File: config.mk
export PLATFORM = sky130hd
export DESIGN_NAME = port_strap_default_config
export DESIGN_NICKNAME = d
export VERILOG_FILES = /design/src/strap_pkg.sv /design/src/port_strap_default_config.sv
export SDC_FILE = /design/constraint.sdc
export NUM_CORES = 1
export LEC_CHECK = 0
export BUFFER_PORTS_ARGS = -buffer_cell sky130_fd_sc_hd__buf_4
export CAP_MARGIN = 30
export CORE_MARGIN = 1.5
export CORE_UTILIZATION = 46
export CTS_CLUSTER_DIAMETER = 50
export CTS_CLUSTER_SIZE = 30
export DETAILED_ROUTE_END_ITERATION = 8
export PLACE_DENSITY_LB_ADDON = 0.05
export RECOVER_POWER = 100
export SYNTH_ARGS = -nofsm -noshare
export SYNTH_HDL_FRONTEND = slang
export SYNTH_SLANG_ARGS = --single-unit
File: constraint.sdc
create_clock -name clk -period 3.5 [get_ports clk]
set_input_delay 0.35 -clock clk [delete_from_list [all_inputs] [get_ports clk]]
set_output_delay 0.35 -clock clk [all_outputs]
set_load 0.02 [all_outputs]
File: src/strap_pkg.sv
package strap_pkg;

    // Reset values of the latched strap vector, held until the straps are applied.
    localparam logic DEF_NEGOTIATE = 1'h1;
    localparam logic DEF_SPEED2 = 1'h1;
    localparam logic DEF_DUPLEX2 = 1'h1;
    localparam logic DEF_BACKPRESSURE = 1'h1;
    localparam logic DEF_PAUSE_ENABLE = 1'h1;
    localparam logic DEF_PAUSE_MANUAL = 1'h0;
    localparam logic DEF_SPEED0 = 1'h1;
    localparam logic DEF_DUPLEX_POL0 = 1'h0;

    // Register offsets, word addressed on the plain register port.
    localparam logic [3:0] OFS_STRAP_OVERRIDE = 4'h0;
    localparam logic [3:0] OFS_STRAP_VALUE = 4'h1;
    localparam logic [3:0] OFS_PORT2_CTRL = 4'h2;
    localparam logic [3:0] OFS_PORT2_ADV = 4'h3;
    localparam logic [3:0] OFS_PORT2_MODE = 4'h4;
    localparam logic [3:0] OFS_PORT2_FLOW = 4'h5;
    localparam logic [3:0] OFS_PARTNER = 4'h6;
    localparam logic [3:0] OFS_PORT0_STATUS = 4'h7;
    localparam logic [3:0] OFS_STRAP_LATCHED = 4'h8;

    // Bit positions inside the strap vectors.
    localparam int SB_NEGOTIATE = 0;
    localparam int SB_SPEED2 = 1;
    localparam int SB_DUPLEX2 = 2;
    localparam int SB_BACKPRESSURE = 3;
    localparam int SB_PAUSE_ENABLE = 4;
    localparam int SB_PAUSE_MANUAL = 5;
    localparam int SB_SPEED0 = 6;
    localparam int SB_DUPLEX_POL0 = 7;

    // Control register fields.
    localparam int CTRL_NEGOTIATE = 0;
    localparam int CTRL_RATE = 1;
    localparam int CTRL_TWOWAY = 2;
    // Advertisement fields.
    localparam int ADV_10HALF = 0;
    localparam int ADV_10FULL = 1;
    localparam int ADV_SYM = 2;
    localparam int ADV_ASYM = 3;
    // Flow register fields.
    localparam int FLOW_BP = 0;
    localparam int FLOW_TX = 1;
    localparam int FLOW_RX = 2;
    localparam int FLOW_MANUAL = 3;
    // Partner ability fields.
    localparam int LP_10HALF = 0;
    localparam int LP_10FULL = 1;
    localparam int LP_100HALF = 2;
    localparam int LP_100FULL = 3;

    localparam logic [2:0] MODE_ALL_CAPABLE = 3'h7;
    localparam logic [31:0] READ_UNMAPPED = 32'h0;

endpackage : strap_pkg

File: src/port_strap_default_config.sv
// Decided for this implementation: strobed register access and the address map.
`timescale 1ns/1ps
// What this block does
// - Negotiation strap sets negotiation enable reset value
// - Negotiation strap shapes rate, duplex, advertise, mode
// - Speed strap shapes rate, 10M advertise, mode
// - Duplex strap shapes duplex, 10M full, mode
// - Backpressure strap sets port 2 backpressure default
// - Pause strap sets transmit/receive pause, asymmetric
// - Manual pause strap sets select, pause advertisement
// - Port 0 speed strap shapes partner ability bits
// - Failed virtual negotiation uses port 0 speed strap
// - Polarity strap inverts port 0 duplex pin
// - Polarity strap shapes partner duplex ability bits
// - Loader values replace soft straps, pins otherwise
module port_strap_default_config #(
    parameter int STRAP_COUNT = 8
) (
    input wire logic clk,
    input wire logic arst_n,
    input wire logic [STRAP_COUNT-1:0] strapPins,
    input wire logic [STRAP_COUNT-1:0] loaderValue,
    input wire logic [STRAP_COUNT-1:0] loaderValid,
    input wire logic loaderDone,
    input wire logic macMode,
    input wire logic port0_twoway_input_pin,
    input wire logic virtualNegFailed,
    input wire logic [3:0] addr,
    input wire logic [31:0] wdata,
    input wire logic wr,
    input wire logic rd,
    output logic [31:0] rdata,
    output logic [2:0] phy_basic_ctrl_reg,
    output logic [3:0] phy_advertise_reg,
    output logic [2:0] phy_special_modes_reg,
    output logic [3:0] port2FlowCtrl,
    output logic [3:0] virtual_partner_ability_reg,
    output logic port0FullDuplex,
    output logic port0Speed100,
    output logic configLoaded
);

    logic rstSync1;
    logic rstSync2;
    logic [STRAP_COUNT-1:0] pinSync1;
    logic [STRAP_COUNT-1:0] pinSync2;
    logic duplexSync1;
    logic duplexSync2;
    logic [STRAP_COUNT-1:0] strapVal;
    logic [STRAP_COUNT-1:0] swOverride;
    logic [STRAP_COUNT-1:0] swValue;
    logic [STRAP_COUNT-1:0] effective;
    logic applyPending;
    logic apply;
    logic [2:0] next_ctrl;
    logic [3:0] next_adv;
    logic [2:0] next_mode;
    logic [3:0] next_flow;
    logic [3:0] next_partner;

    // The reset is released through two flops so that all state except swOverride and swValue leaves reset together.
    always_ff @(posedge clk or negedge arst_n)
    begin
        if (!arst_n)
        begin
            rstSync1 <= 1'b0;
            rstSync2 <= 1'b0;
        end
        else
        begin
            rstSync1 <= 1'b1;
            rstSync2 <= rstSync1;
        end
    end

    always_ff @(posedge clk or negedge rstSync2)
    begin
        if (!rstSync2)
        begin
            pinSync1 <= '0;
            pinSync2 <= '0;
            duplexSync1 <= 1'b0;
            duplexSync2 <= 1'b0;
        end
        else
        begin
            pinSync1 <= strapPins;
            pinSync2 <= pinSync1;
            duplexSync1 <= port0_twoway_input_pin;
            duplexSync2 <= duplexSync1;
        end
    end

    // Each soft strap is taken from the loader where it supplies one, else from its pin.
    generate
        for (genvar i = 0; i < STRAP_COUNT; i++)
        begin : g_strap
            assign effective[i] = loaderValid[i] ? loaderValue[i] : pinSync2[i];
        end
    endgenerate

    // Straps are captured after release, never under the asynchronous reset itself.
    always_ff @(posedge clk or negedge rstSync2)
    begin
        if (!rstSync2)
        begin
            applyPending <= 1'b1;
            configLoaded <= 1'b0;
        end
        else if (applyPending && loaderDone)
        begin
            applyPending <= 1'b0;
            configLoaded <= 1'b1;
        end
    end

    assign apply = applyPending && loaderDone;

    always_ff @(posedge clk or negedge rstSync2)
    begin
        if (!rstSync2)
        begin
            strapVal <= {strap_pkg::DEF_DUPLEX_POL0, strap_pkg::DEF_SPEED0,
                strap_pkg::DEF_PAUSE_MANUAL, strap_pkg::DEF_PAUSE_ENABLE,
                strap_pkg::DEF_BACKPRESSURE, strap_pkg::DEF_DUPLEX2,
                strap_pkg::DEF_SPEED2, strap_pkg::DEF_NEGOTIATE};
        end
        else if (apply)
        begin
            strapVal <= effective;
        end
    end

    // Derived defaults from the effective strap vector, loaded on apply.
    always_comb
    begin
        logic neg;
        logic spd;
        logic dup;
        neg = effective[strap_pkg::SB_NEGOTIATE];
        spd = effective[strap_pkg::SB_SPEED2];
        dup = effective[strap_pkg::SB_DUPLEX2];
        next_ctrl = '0;
        next_ctrl[strap_pkg::CTRL_NEGOTIATE] = neg;
        // With negotiation on, the forced bits keep the full-capability default.
        next_ctrl[strap_pkg::CTRL_RATE] = neg | spd;
        next_ctrl[strap_pkg::CTRL_TWOWAY] = neg | dup;
        next_adv = '0;
        next_adv[strap_pkg::ADV_10HALF] = neg | !spd;
        next_adv[strap_pkg::ADV_10FULL] = neg | (!spd && dup);
        next_adv[strap_pkg::ADV_SYM] = effective[strap_pkg::SB_PAUSE_MANUAL] ?
            1'b0 : effective[strap_pkg::SB_PAUSE_ENABLE];
        next_adv[strap_pkg::ADV_ASYM] = effective[strap_pkg::SB_PAUSE_MANUAL] ?
            1'b0 : effective[strap_pkg::SB_PAUSE_ENABLE];
        next_mode = neg ? strap_pkg::MODE_ALL_CAPABLE : {1'b0, spd, dup};
        next_flow = '0;
        next_flow[strap_pkg::FLOW_BP] = effective[strap_pkg::SB_BACKPRESSURE];
        next_flow[strap_pkg::FLOW_TX] = effective[strap_pkg::SB_PAUSE_ENABLE];
        next_flow[strap_pkg::FLOW_RX] = effective[strap_pkg::SB_PAUSE_ENABLE];
        next_flow[strap_pkg::FLOW_MANUAL] = effective[strap_pkg::SB_PAUSE_MANUAL];
        next_partner = '0;
        next_partner[strap_pkg::LP_100FULL] = effective[strap_pkg::SB_SPEED0] &
            !effective[strap_pkg::SB_DUPLEX_POL0];
        next_partner[strap_pkg::LP_100HALF] = effective[strap_pkg::SB_SPEED0];
        next_partner[strap_pkg::LP_10FULL] = !effective[strap_pkg::SB_SPEED0] &
            !effective[strap_pkg::SB_DUPLEX_POL0];
        next_partner[strap_pkg::LP_10HALF] = !effective[strap_pkg::SB_SPEED0];
    end

    // Target bits load their strap defaults once, then belong to software.
    always_ff @(posedge clk or negedge rstSync2)
    begin
        if (!rstSync2)
        begin
            phy_basic_ctrl_reg <= '0;
            phy_advertise_reg <= '0;
            phy_special_modes_reg <= '0;
            port2FlowCtrl <= '0;
            virtual_partner_ability_reg <= '0;
        end
        else if (apply)
        begin
            phy_basic_ctrl_reg <= next_ctrl;
            phy_advertise_reg <= next_adv;
            phy_special_modes_reg <= next_mode;
            port2FlowCtrl <= next_flow;
            virtual_partner_ability_reg <= next_partner;
        end
        else if (wr)
        begin
            case (addr)
                strap_pkg::OFS_PORT2_CTRL: phy_basic_ctrl_reg <= wdata[2:0];
                strap_pkg::OFS_PORT2_ADV: phy_advertise_reg <= wdata[3:0];
                strap_pkg::OFS_PORT2_MODE: phy_special_modes_reg <= wdata[2:0];
                strap_pkg::OFS_PORT2_FLOW: port2FlowCtrl <= wdata[3:0];
                strap_pkg::OFS_PARTNER: virtual_partner_ability_reg <= wdata[3:0];
                default: ;
            endcase
        end
    end

    // Software override and value registers are cleared by arst_n and only read back; they do not feed the strap mux.
    always_ff @(posedge clk or negedge arst_n)
    begin
        if (!arst_n)
        begin
            swOverride <= '0;
            swValue <= '0;
        end
        else if (wr && addr == strap_pkg::OFS_STRAP_OVERRIDE)
        begin
            swOverride <= wdata[STRAP_COUNT-1:0];
        end
        else if (wr && addr == strap_pkg::OFS_STRAP_VALUE)
        begin
            swValue <= wdata[STRAP_COUNT-1:0];
        end
    end

    // Port 0 run-time behaviour.
    always_ff @(posedge clk or negedge rstSync2)
    begin
        if (!rstSync2)
        begin
            port0FullDuplex <= 1'b0;
            port0Speed100 <= 1'b0;
        end
        else
        begin
            // A low-active duplex pin is inverted so that high always means full duplex.
            port0FullDuplex <= macMode ?
                (duplexSync2 ^ strapVal[strap_pkg::SB_DUPLEX_POL0]) :
                virtual_partner_ability_reg[strap_pkg::LP_100FULL];
            if (virtualNegFailed)
            begin
                port0Speed100 <= strapVal[strap_pkg::SB_SPEED0];
            end
            else
            begin
                port0Speed100 <= virtual_partner_ability_reg[strap_pkg::LP_100FULL] |
                    virtual_partner_ability_reg[strap_pkg::LP_100HALF];
            end
        end
    end

    always_ff @(posedge clk or negedge rstSync2)
    begin
        if (!rstSync2)
        begin
            rdata <= '0;
        end
        else if (rd)
        begin
            case (addr)
                strap_pkg::OFS_STRAP_OVERRIDE: rdata <= {24'h0, swOverride};
                strap_pkg::OFS_STRAP_VALUE: rdata <= {24'h0, swValue};
                strap_pkg::OFS_PORT2_CTRL: rdata <= {29'h0, phy_basic_ctrl_reg};
                strap_pkg::OFS_PORT2_ADV: rdata <= {28'h0, phy_advertise_reg};
                strap_pkg::OFS_PORT2_MODE: rdata <= {29'h0, phy_special_modes_reg};
                strap_pkg::OFS_PORT2_FLOW: rdata <= {28'h0, port2FlowCtrl};
                strap_pkg::OFS_PARTNER: rdata <= {28'h0, virtual_partner_ability_reg};
                strap_pkg::OFS_PORT0_STATUS: rdata <= {29'h0, configLoaded,
                    port0Speed100, port0FullDuplex};
                strap_pkg::OFS_STRAP_LATCHED: rdata <= {24'h0, strapVal};
                default: rdata <= strap_pkg::READ_UNMAPPED;
            endcase
        end
        else
        begin
            rdata <= '0;
        end
    end

    property p_negotiate;
        @(posedge clk) disable iff (!rstSync2)
        apply |=> phy_basic_ctrl_reg[0] == $past(effective[0]);
    endproperty
    a_negotiate: assert property (p_negotiate) else $error("negotiation default wrong");

    property p_mode;
        @(posedge clk) disable iff (!rstSync2)
        apply && effective[0] |=> phy_special_modes_reg == 3'h7;
    endproperty
    a_mode: assert property (p_mode) else $error("mode default wrong");

    property p_rate;
        @(posedge clk) disable iff (!rstSync2)
        apply && !effective[0] |=> phy_basic_ctrl_reg[1] == $past(effective[1]);
    endproperty
    a_rate: assert property (p_rate) else $error("rate default wrong");

    property p_duplex;
        @(posedge clk) disable iff (!rstSync2)
        apply && !effective[0] |=> phy_basic_ctrl_reg[2] == $past(effective[2]);
    endproperty
    a_duplex: assert property (p_duplex) else $error("duplex default wrong");

    property p_bp;
        @(posedge clk) disable iff (!rstSync2)
        apply |=> port2FlowCtrl[0] == $past(effective[3]);
    endproperty
    a_bp: assert property (p_bp) else $error("backpressure default wrong");

    property p_pause;
        @(posedge clk) disable iff (!rstSync2)
        apply |=> port2FlowCtrl[1] == port2FlowCtrl[2] && port2FlowCtrl[1] == $past(effective[4]);
    endproperty
    a_pause: assert property (p_pause) else $error("pause default wrong");

    property p_manual;
        @(posedge clk) disable iff (!rstSync2)
        apply && effective[5] |=> port2FlowCtrl[3] && phy_advertise_reg[3:2] == 2'h0;
    endproperty
    a_manual: assert property (p_manual) else $error("manual pause default wrong");

    property p_partner;
        @(posedge clk) disable iff (!rstSync2)
        apply |=> virtual_partner_ability_reg[2] == $past(effective[6]);
    endproperty
    a_partner: assert property (p_partner) else $error("partner speed wrong");

    property p_fallback;
        @(posedge clk) disable iff (!rstSync2)
        virtualNegFailed |=> port0Speed100 == $past(strapVal[6]);
    endproperty
    a_fallback: assert property (p_fallback) else $error("fallback speed wrong");

    property p_polarity;
        @(posedge clk) disable iff (!rstSync2)
        macMode |=> port0FullDuplex == ($past(duplexSync2) ^ $past(strapVal[7]));
    endproperty
    a_polarity: assert property (p_polarity) else $error("duplex polarity wrong");

    property p_lp_full;
        @(posedge clk) disable iff (!rstSync2)
        apply |=> virtual_partner_ability_reg[3] == ($past(effective[6]) & !$past(effective[7]));
    endproperty
    a_lp_full: assert property (p_lp_full) else $error("partner full bit wrong");

    // The pin and loader copies are checked against a plain blend, not the mux itself.
    property p_loader;
        @(posedge clk) disable iff (!rstSync2)
        apply |=> strapVal == (($past(loaderValid) & $past(loaderValue)) |
            (~$past(loaderValid) & $past(pinSync2)));
    endproperty
    a_loader: assert property (p_loader) else $error("loader strap not taken");

    property p_sw_write;
        @(posedge clk) disable iff (!rstSync2)
        wr && !apply && addr == strap_pkg::OFS_PORT2_CTRL |=>
            phy_basic_ctrl_reg == $past(wdata[2:0]);
    endproperty
    a_sw_write: assert property (p_sw_write) else $error("software write lost");

endmodule : port_strap_default_config

### Word level (Yosys, flattened, before mapping)

Cells that the tools add are included.

| operators by class | value |
|---|---|
| bitwise operators | 9 |
| reduce and logical (&&, ||, !) cells | 20 |
| eq/ne operators | 8 |
| muxes and demuxes | 29 |

Operators by type and width:

| cell | count |
|---|---|
| $pmux W8 S9 | 1 |
| $mux W4 | 9 |
| $mux W32 | 1 |
| $mux W3 | 7 |
| $eq A4 B3 Y1 const B | 4 |
| $reduce_and A2 Y1 | 6 |
| $reduce_bool A2 Y1 | 6 |
| $mux W1 | 11 |
| $eq A4 B2 Y1 const B | 2 |
| $or A1 B1 Y1 | 5 |
| $eq A4 B1 Y1 const B | 1 |
| $eq A4 B4 Y1 const B | 1 |
| $logic_and A1 B1 Y1 | 4 |
| $logic_not A4 Y1 | 1 |
| $logic_not A1 Y1 | 3 |
| $and A1 B1 Y1 | 2 |
| $not A1 Y1 | 1 |
| $xor A1 B1 Y1 | 1 |

| storage, ports and cells | value |
|---|---|
| bits of input ports | 68 |
| register bits | 98 |
| output and inout bits | 53 |

### Logic depth before layout (Yosys ltp)

Gate-level depths: netlist of run 1.

| logic depth | value |
|---|---|
| word-level depth | 5 |
| gate-level depth with buffers | 7 |
| mapped depth without buffers | 4 |

### Worst setup path before layout of run 1

OpenSTA, ideal clock, no wires.

| timing | value |
|---|---|
| kind | input-to-reg |
| start point | in addr[2] |
| end point | reg swValue[0] |
| arrival | 1378 ps |
| buffers on the path | 2 |
| stages on the path | 5 |
| path slack | 1997 ps |
| library setup time | 125 ps |
| required time | 3375 ps |
| cell sequence | buf_2 nor2_1 and4b_1 buf_4 mux2_2 |

| on the way | value |
|---|---|
| longest elaborated chain between the ends | 4 |

Ends and longest elaborated chain:

| what | RTL line | source |
|---|---|---|
| start: declaration | port_strap_default_config.sv:28 | `input wire logic [3:0] addr,` |
| $logic_not A4 Y1 | port_strap_default_config.sv:210 | `else if (wr && addr == strap_pkg::OFS_STRAP_OVERRIDE)` |
| $logic_and A1 B1 Y1 | port_strap_default_config.sv:210 |  |
| $not A1 Y1 (no line) | - |  |
| $reduce_and A2 Y1 (no line) (*) | - |  |
| end signal: assignment | port_strap_default_config.sv:216 | `swValue <= wdata[STRAP_COUNT-1:0];` |
| end: declaration | port_strap_default_config.sv:51 | `logic [STRAP_COUNT-1:0] swValue;` |

Mark *: on every way between the ends. The rest lies on a longest branch, timed or not.
A chain may end at the register's enable or synchronous reset.

### Worst setup path after layout of run 1

| timing | value |
|---|---|
| start point | reg applyPending |
| end point | reg phy_advertise_reg[1] |

| on the way | value |
|---|---|
| longest elaborated chain between the ends | 3 |

Ends and longest elaborated chain:

| what | RTL line | source |
|---|---|---|
| start: declaration | port_strap_default_config.sv:53 | `logic applyPending;` |
| start signal: assignment | port_strap_default_config.sv:107 | `applyPending <= 1'b1;` |
| start signal: assignment | port_strap_default_config.sv:112 | `applyPending <= 1'b0;` |
| $logic_and A1 B1 Y1 (*) | port_strap_default_config.sv:117 | `assign apply = applyPending && loaderDone;` |
| $reduce_bool A2 Y1 (no line) | - |  |
| $reduce_and A2 Y1 (no line) | - |  |
| end signal: assignment | port_strap_default_config.sv:184 | `phy_advertise_reg <= next_adv;` |
| end signal: assignment | port_strap_default_config.sv:193 | `strap_pkg::OFS_PORT2_ADV: phy_advertise_reg <= wdata[3:0];` |
| end: declaration | port_strap_default_config.sv:34 | `output logic [3:0] phy_advertise_reg,` |

Marked as above.

==> impl_results.md, run 1 <==
* LEAKAGE at 0.001815 uW
* Max Freq at 437.8 MHz
* First-pass GRT wire length at 12460 um
* Root Buffer: clkbuf_8
* Final setup TNS at 0 ns
* Internal power at 1457 uW
* Register-to-Register Setup Slack at 1.22 ns
* Slew Limit Fails at 0
* Layout cells sized above 1 at 25.27%
* Core area at 7253 um2
* GR Overflow Total at 0
* Most common library cells after synthesis: dfrtp_1 (67), buf_4 (27), mux2_2 (26)
* Setup Crit Path Kind: flop to flop
* Fill count at 708
* Post-synth cell types at 48
* Cells after DPL at 454
* # diodes at 0
* Most frequent cell after synthesis: dfrtp_1
* RR Startpoint: applyPending
* Final ANT Viol Nets at 0
* Starting density of the core at 47.71%
* Die Height at 89.74 um
* Slew Limit Headroom at 1.209%
* Antenna violations before repair at 0
* DIE AREA at 8053 um2
* Worst EP arrival at 2.52 ns
* CTS tree: yes
* Final Hold Viols at 0
* Buffers on Ports at 72
* Largest area contributor in the netlist: dfrtp_1
* Final-report setup violation count at 0
* Die Wd at 89.74 um
* Hold Crit Class: input pin to flop
* Comb pwr share at 18.2%
* Total GRT Usage at 19.99%
* Finished Layout Cells at 471
* Worst R2R Path Depth at 5
* Worst setup path start: applyPending
* Synthesis-to-finish area growth at 16.45%
* Cell Area, Synth at 3461 um2
* Nets at 435
* Worst reg2reg path endpoint: phy_advertise_reg[1]
* Main area contributors after synthesis: dfrtp_1 (48%), mux2_2 (8.5%), buf_4 (5.9%)
* Wire per inst at 16.41 um
* VDD IR-drop max at 0.0002609 V
* CTS Sinks at 74
* Worst skew pair latency at 0.34 ns
* Unrepaired setup endpoints after global routing: false
* Worst hold slack at 0.1288 ns
* Crit path max fanout at 23
* Total CTS buffers at 9
* Kind of launch point of the worst setup path: flop
* Net switching power at 631.6 uW
* Max_cap viols at 0
* Clock share of power at 31.6%
* Pin count of the biggest net entering global routing at 39
* Synth Register Bits at 74
* Drt initial violations at 100
* DRT Pass-1 Iters at 4
* Clk_skew at 0.006912 ns
* Status: finished, final reports clean
* Seq pwr share at 50.2%
* Synthesized instance count at 298
* Tmin final at 2.284 ns
* Post-synth EDFFs at 0
* Worst setup EP type: flop
* Post-CTS setup buffer count at 0
* YS warnings at 0
* Vias in the first global route at 2372
* Detail Placement HPWL at 5446 um
* Total wire length at 7728 um
* Ports at 121
* H-tree depth at 3
* Row Count at 31
* Syn_area_per_cell at 11.61 um2
* Vias per Instance at 5.244
* Primary FF master, synth: dfrtp_1
* Power density cells at 518.1 nW/um2
* Worst path required time at 3.73 ns
* Crit path to: phy_advertise_reg[1]
* Clk pin slew, worst setup/hold paths at 0.08 ns
* CTS Buffer Depth at 2
* Post-route core utilization at 55.56%
* Sequential fraction of the synthesis area at 53.76%
* Switching Fraction at 30.25%
* Drt drc at 0
* Slew @ Worst Pin at 1.482 ns
* Fraction of registers with async set/reset at 100.0%
* Fin crit share at 65.27%
* Placer congestion estimate at 0.7966
* Yosys top cell area share at 48.45%
* DR vias at 2470
## power groups by stage
stage	combinational [uW]	clock [uW]	sequential [uW]
2_1_floorplan	214	0	1110
3_3_place_gp	425	0	1070
3_5_place_dp	432	0	1070
4_1_cts	434	674	1050
5_1_grt	416	713	1070
6_report	380	660	1050
## per-stage QoR
stage	total power, uW	setup slack (ns)	area (um2)
3_5_place_dp	1499	1.597	3959
2_1_floorplan	1326	1.778	3547
5_1_grt	2194	1.069	4030
3_3_place_gp	1491	1.630	3959
4_1_cts	2160	1.677	4163
6_report	2088	1.216	4030
## worst min-delay path by stage
stage	startpoint	end	slack, ns	cells after the start
5_1_grt	strapPins[5]	pinSync1[5]	0.11	1
4_1_cts	strapPins[5]	pinSync1[5]	0.09	1
2_1_floorplan	arst_n	rstSync1	0.05	0
6_report	port0_twoway_input_pin	duplexSync1	0.13	1
3_3_place_gp	arst_n	swValue[2]	0.24	1
3_5_place_dp	arst_n	swValue[2]	0.24	1
## final cells by class
class | instances | area, um2 | share of cell area (%)
well taps | 99 | 123.9 | 3.074
clock inverters | 6 | 66.31 | 1.645
multi-input cells | 207 | 1406 | 34.90
clock buffers | 10 | 127.6 | 3.167
repair buffers | 75 | 445.4 | 11.05
flip-flops and latches | 74 | 1861 | 46.17
## layer usage
| metal | vias to the layer above | global-route usage, % | routed length (um) |
|---|---|---|---|
| met5 | - | 0 | 0 |
| met3 | 9 | 4.484 | 391 |
| met2 | 82 | 29.64 | 3575 |
| met4 | 0 | 8.333 | 97 |
| li1 | 1156 | - | - |
| met1 | 1223 | 28.38 | 3664 |
## cells by family (layout without fill, tap and decap cells)
logic type / Yosys count / count (layout) / synth area share [%]
other: 2 / 25 / 0.2170
buffers and inverters: 40 / 91 / 7.773
DFF: 74 / 74 / 53.76
muxes: 45 / 45 / 13.96
xor gates and xnor gates: 1 / 1 / 0.2531
and+or+nand+nor: 80 / 80 / 13.85
AOI/OAI and AO/OA: 56 / 56 / 10.20
## layout by cell type (no fill, tap or decap), drive strengths merged, types with 3 or more instances in the layout
cell	Yosys	final
buf	36	33
a31oi	5	5
nand2	20	20
mux2i	19	19
clkinvlp	0	3
dfrtp	67	67
a22oi	7	7
nor3	4	4
clkbuf	4	51
nand3	5	5
nor2	16	16
mux2	26	26
nand2b	3	3
nand3b	7	7
o21ai	15	15
nor2b	5	5
a2bb2oi	4	4
and3	3	3
dfstp	7	7
a21oi	14	14
conb	2	25
## critical path, stage by stage (launching register included)
cell and delay (ns):
dfstp_1 0.56, and2_1 0.13, clkbuf_1 0.70, a21oi_1 0.24, a31o_2 0.29, mux2_2 0.25
## repair_timing
action                                 CTS  global route
endpoints found under the hold margin   18             0
resized for setup                        0             0
hold buffers                             1             0
Power figures use the tool's default switching activity.
==> run 2, diff against run 1 <==
Settings changed: CORE_UTILIZATION 46 to 45.
Clock period 3.5 ns to 1.9 ns, I/O delays scaled along.
==> run 2 against run 1 <==
Net effect:
- wire length decreased by 0.27%
- combinational power increased by 95%
- worst setup slack got worse by 0.87 ns
- non-clock buffer count increased by 15
- die area increased by 2.1%
- largest power group unchanged
- highest routed layer unchanged
==> impl_results.md, run 2 (synthesis results as in run 1) <==
* Power, Total at 3870 uW
* RR Startpoint: applyPending
* CTS tree: yes
* CTS Sinks at 74
* Max incr delay on CP at 0.53 ns
* Pin count of the biggest net entering global routing at 57
* Die Height at 90.70 um
* Slew Limit Fails at 0
* H-tree depth at 3
* Core area at 7331 um2
* Worst reg2reg path endpoint: phy_advertise_reg[1]
* Hold Path Depth at 2
* Most frequent cells in the layout: dfrtp_1 (66), clkbuf_1 (35), buf_4 (33)
* Unrepaired setup endpoints after global routing: false
* DRT Pass-1 Iters at 4
* Buffers on Ports at 72
* Slew @ Worst Pin at 0.9973 ns
* DR WL met3 at 323 um
* Detail Placement HPWL at 5394 um
* Starting density of the core at 47.21%
* Synthesis-to-finish area growth at 20.97%
* Slowest stage cell, crit path: dlygate4sd3_1
* Worst Path Buf+Inv at 3
* Max Freq at 644.7 MHz
* Die Wd at 90.70 um
* Clk_skew at 0.01248 ns
* Vias per Instance at 5.109
* Root Buffer: clkbuf_8
* Ports at 121
* CP top delay family: buffers and inverters
* Hold Crit Class: input pin to flop
* Max_cap viols at 0
* Vias in the first global route at 2570
* Power density cells at 924.3 nW/um2
* Final-report setup violation count at 0
* Worst setup EP type: flop
* Hold EP: port0Speed100
* Hold wc startpoint: virtualNegFailed
* First-pass GRT wire length at 12930 um
* Final Hold Viols at 0
* Worst EP arrival at 1.81 ns
* Crit path max fanout at 11
* GR Overflow Total at 0
* Total CTS buffers at 9
* CP most frequent cell: clkbuf_1
* CTS Buffer Depth at 2
* Drt drc at 0
* Worst R2R Path Depth at 4
* Row Count at 31
* Fill count at 679
* Kind of launch point of the worst setup path: input pin
* Fin crit share at 81.64%
* LEAKAGE at 0.001891 uW
* Status: finished, final reports clean
* Total GRT Usage at 20.46%
* Placer congestion estimate at 0.7859
* Clk pin slew, worst setup/hold paths at 0.07 ns
* VDD IR-drop max at 0.0005762 V
* Nets at 450
* Final ANT Viol Nets at 0
* Wire per inst at 15.86 um
* Register-to-Register Setup Slack at 0.45 ns
* Worst path required time at 2.16 ns
* Slew Limit Headroom at 33.51%
* Tmin final at 1.551 ns
* Final setup TNS at 0 ns
* Drt initial violations at 172
* DR vias at 2483
* Setup Crit Path Kind: input pin to flop
* DIE AREA at 8226 um2
* Layout cells sized above 1 at 25.32%
* # diodes at 0
* Detail Route met2 WL at 3554 um
* Antenna violations before repair at 0
* Commonest non-fill, non-tap cell in the layout: dfrtp_1
* Top Layer Used: met4
* Met1 wire length at 3702 um
* Worst skew pair latency at 0.34 ns
* Crit-path cells: dlygate4sd3_1 > clkbuf_1 > nand2_1 > clkbuf_1 > o21ai_0 > a2bb2oi_1
* Total wire length at 7707 um
[run 2: cell count changes in the layout (fill, tap and decap cells not counted), sizes merged]
cell,previous run,this run
clkbuf,51,56
buf,33,34
clkinv,1,2
clkinvlp,3,1
inv,1,0
dlygate4sd3,1,12
[run 2: power breakdown]
group | switching, uW | internal [uW]
sequential | 140 | 1780
clock | 568 | 644
combinational | 424 | 316
total | 1130 | 2740
[run 2: cell type report]
type                    count  area, um2  area share (%)
flip-flops and latches     74       1862           44.47
multi-input cells         207       1413           33.74
repair buffers             90      591.8           14.14
well taps                  99      123.9           2.959
clock buffers              12      145.1           3.467
clock inverters             4      51.30           1.225
[run 2: worst max path at each step]
stage	slack [ns]	cells past startpoint	start	endpoint
detailed placement	0.29	5	addr[2]	phy_advertise_reg[1]
global route	0.26	6	loaderDone	phy_advertise_reg[3]
CTS	0.46	6	loaderDone	phy_advertise_reg[1]
finish	0.35	6	loaderDone	phy_advertise_reg[2]
global placement	0.31	5	addr[2]	phy_advertise_reg[1]
floorplan	0.18	0	rstSync2	configLoaded
[run 2: metal layers]
| metal | up-vias | global-route usage, % |
|---|---|---|
| li1 | 1183 | - |
| met1 | 1215 | 28.04 |
| met2 | 76 | 31.33 |
| met3 | 9 | 5.219 |
| met4 | 0 | 7.407 |
| met5 | - | 0 |
[run 2: stage by stage]
step                      cell area, um2  hold slack [ns]  instances  util [%]  setup WS, ns
after global placement              4001          0.07410        458     54.58        0.3141
final                               4187          0.06279        486     57.11        0.3488
after global routing                4187          0.04896        486     57.11        0.2551
after detailed placement            4001          0.07788        458     54.58        0.2893
after CTS                           4318          0.04593        486     58.90        0.4585
after floorplan                     3547          -0.1056        321         -        0.1779
[run 2: repair_timing]
| action | CTS | global route |
|---|---|---|
| resized for setup | 0 | 0 |
| buffers inserted | 0 | 0 |
| hold endpoints to repair | 29 | 0 |
| hold buffers | 12 | 0 |
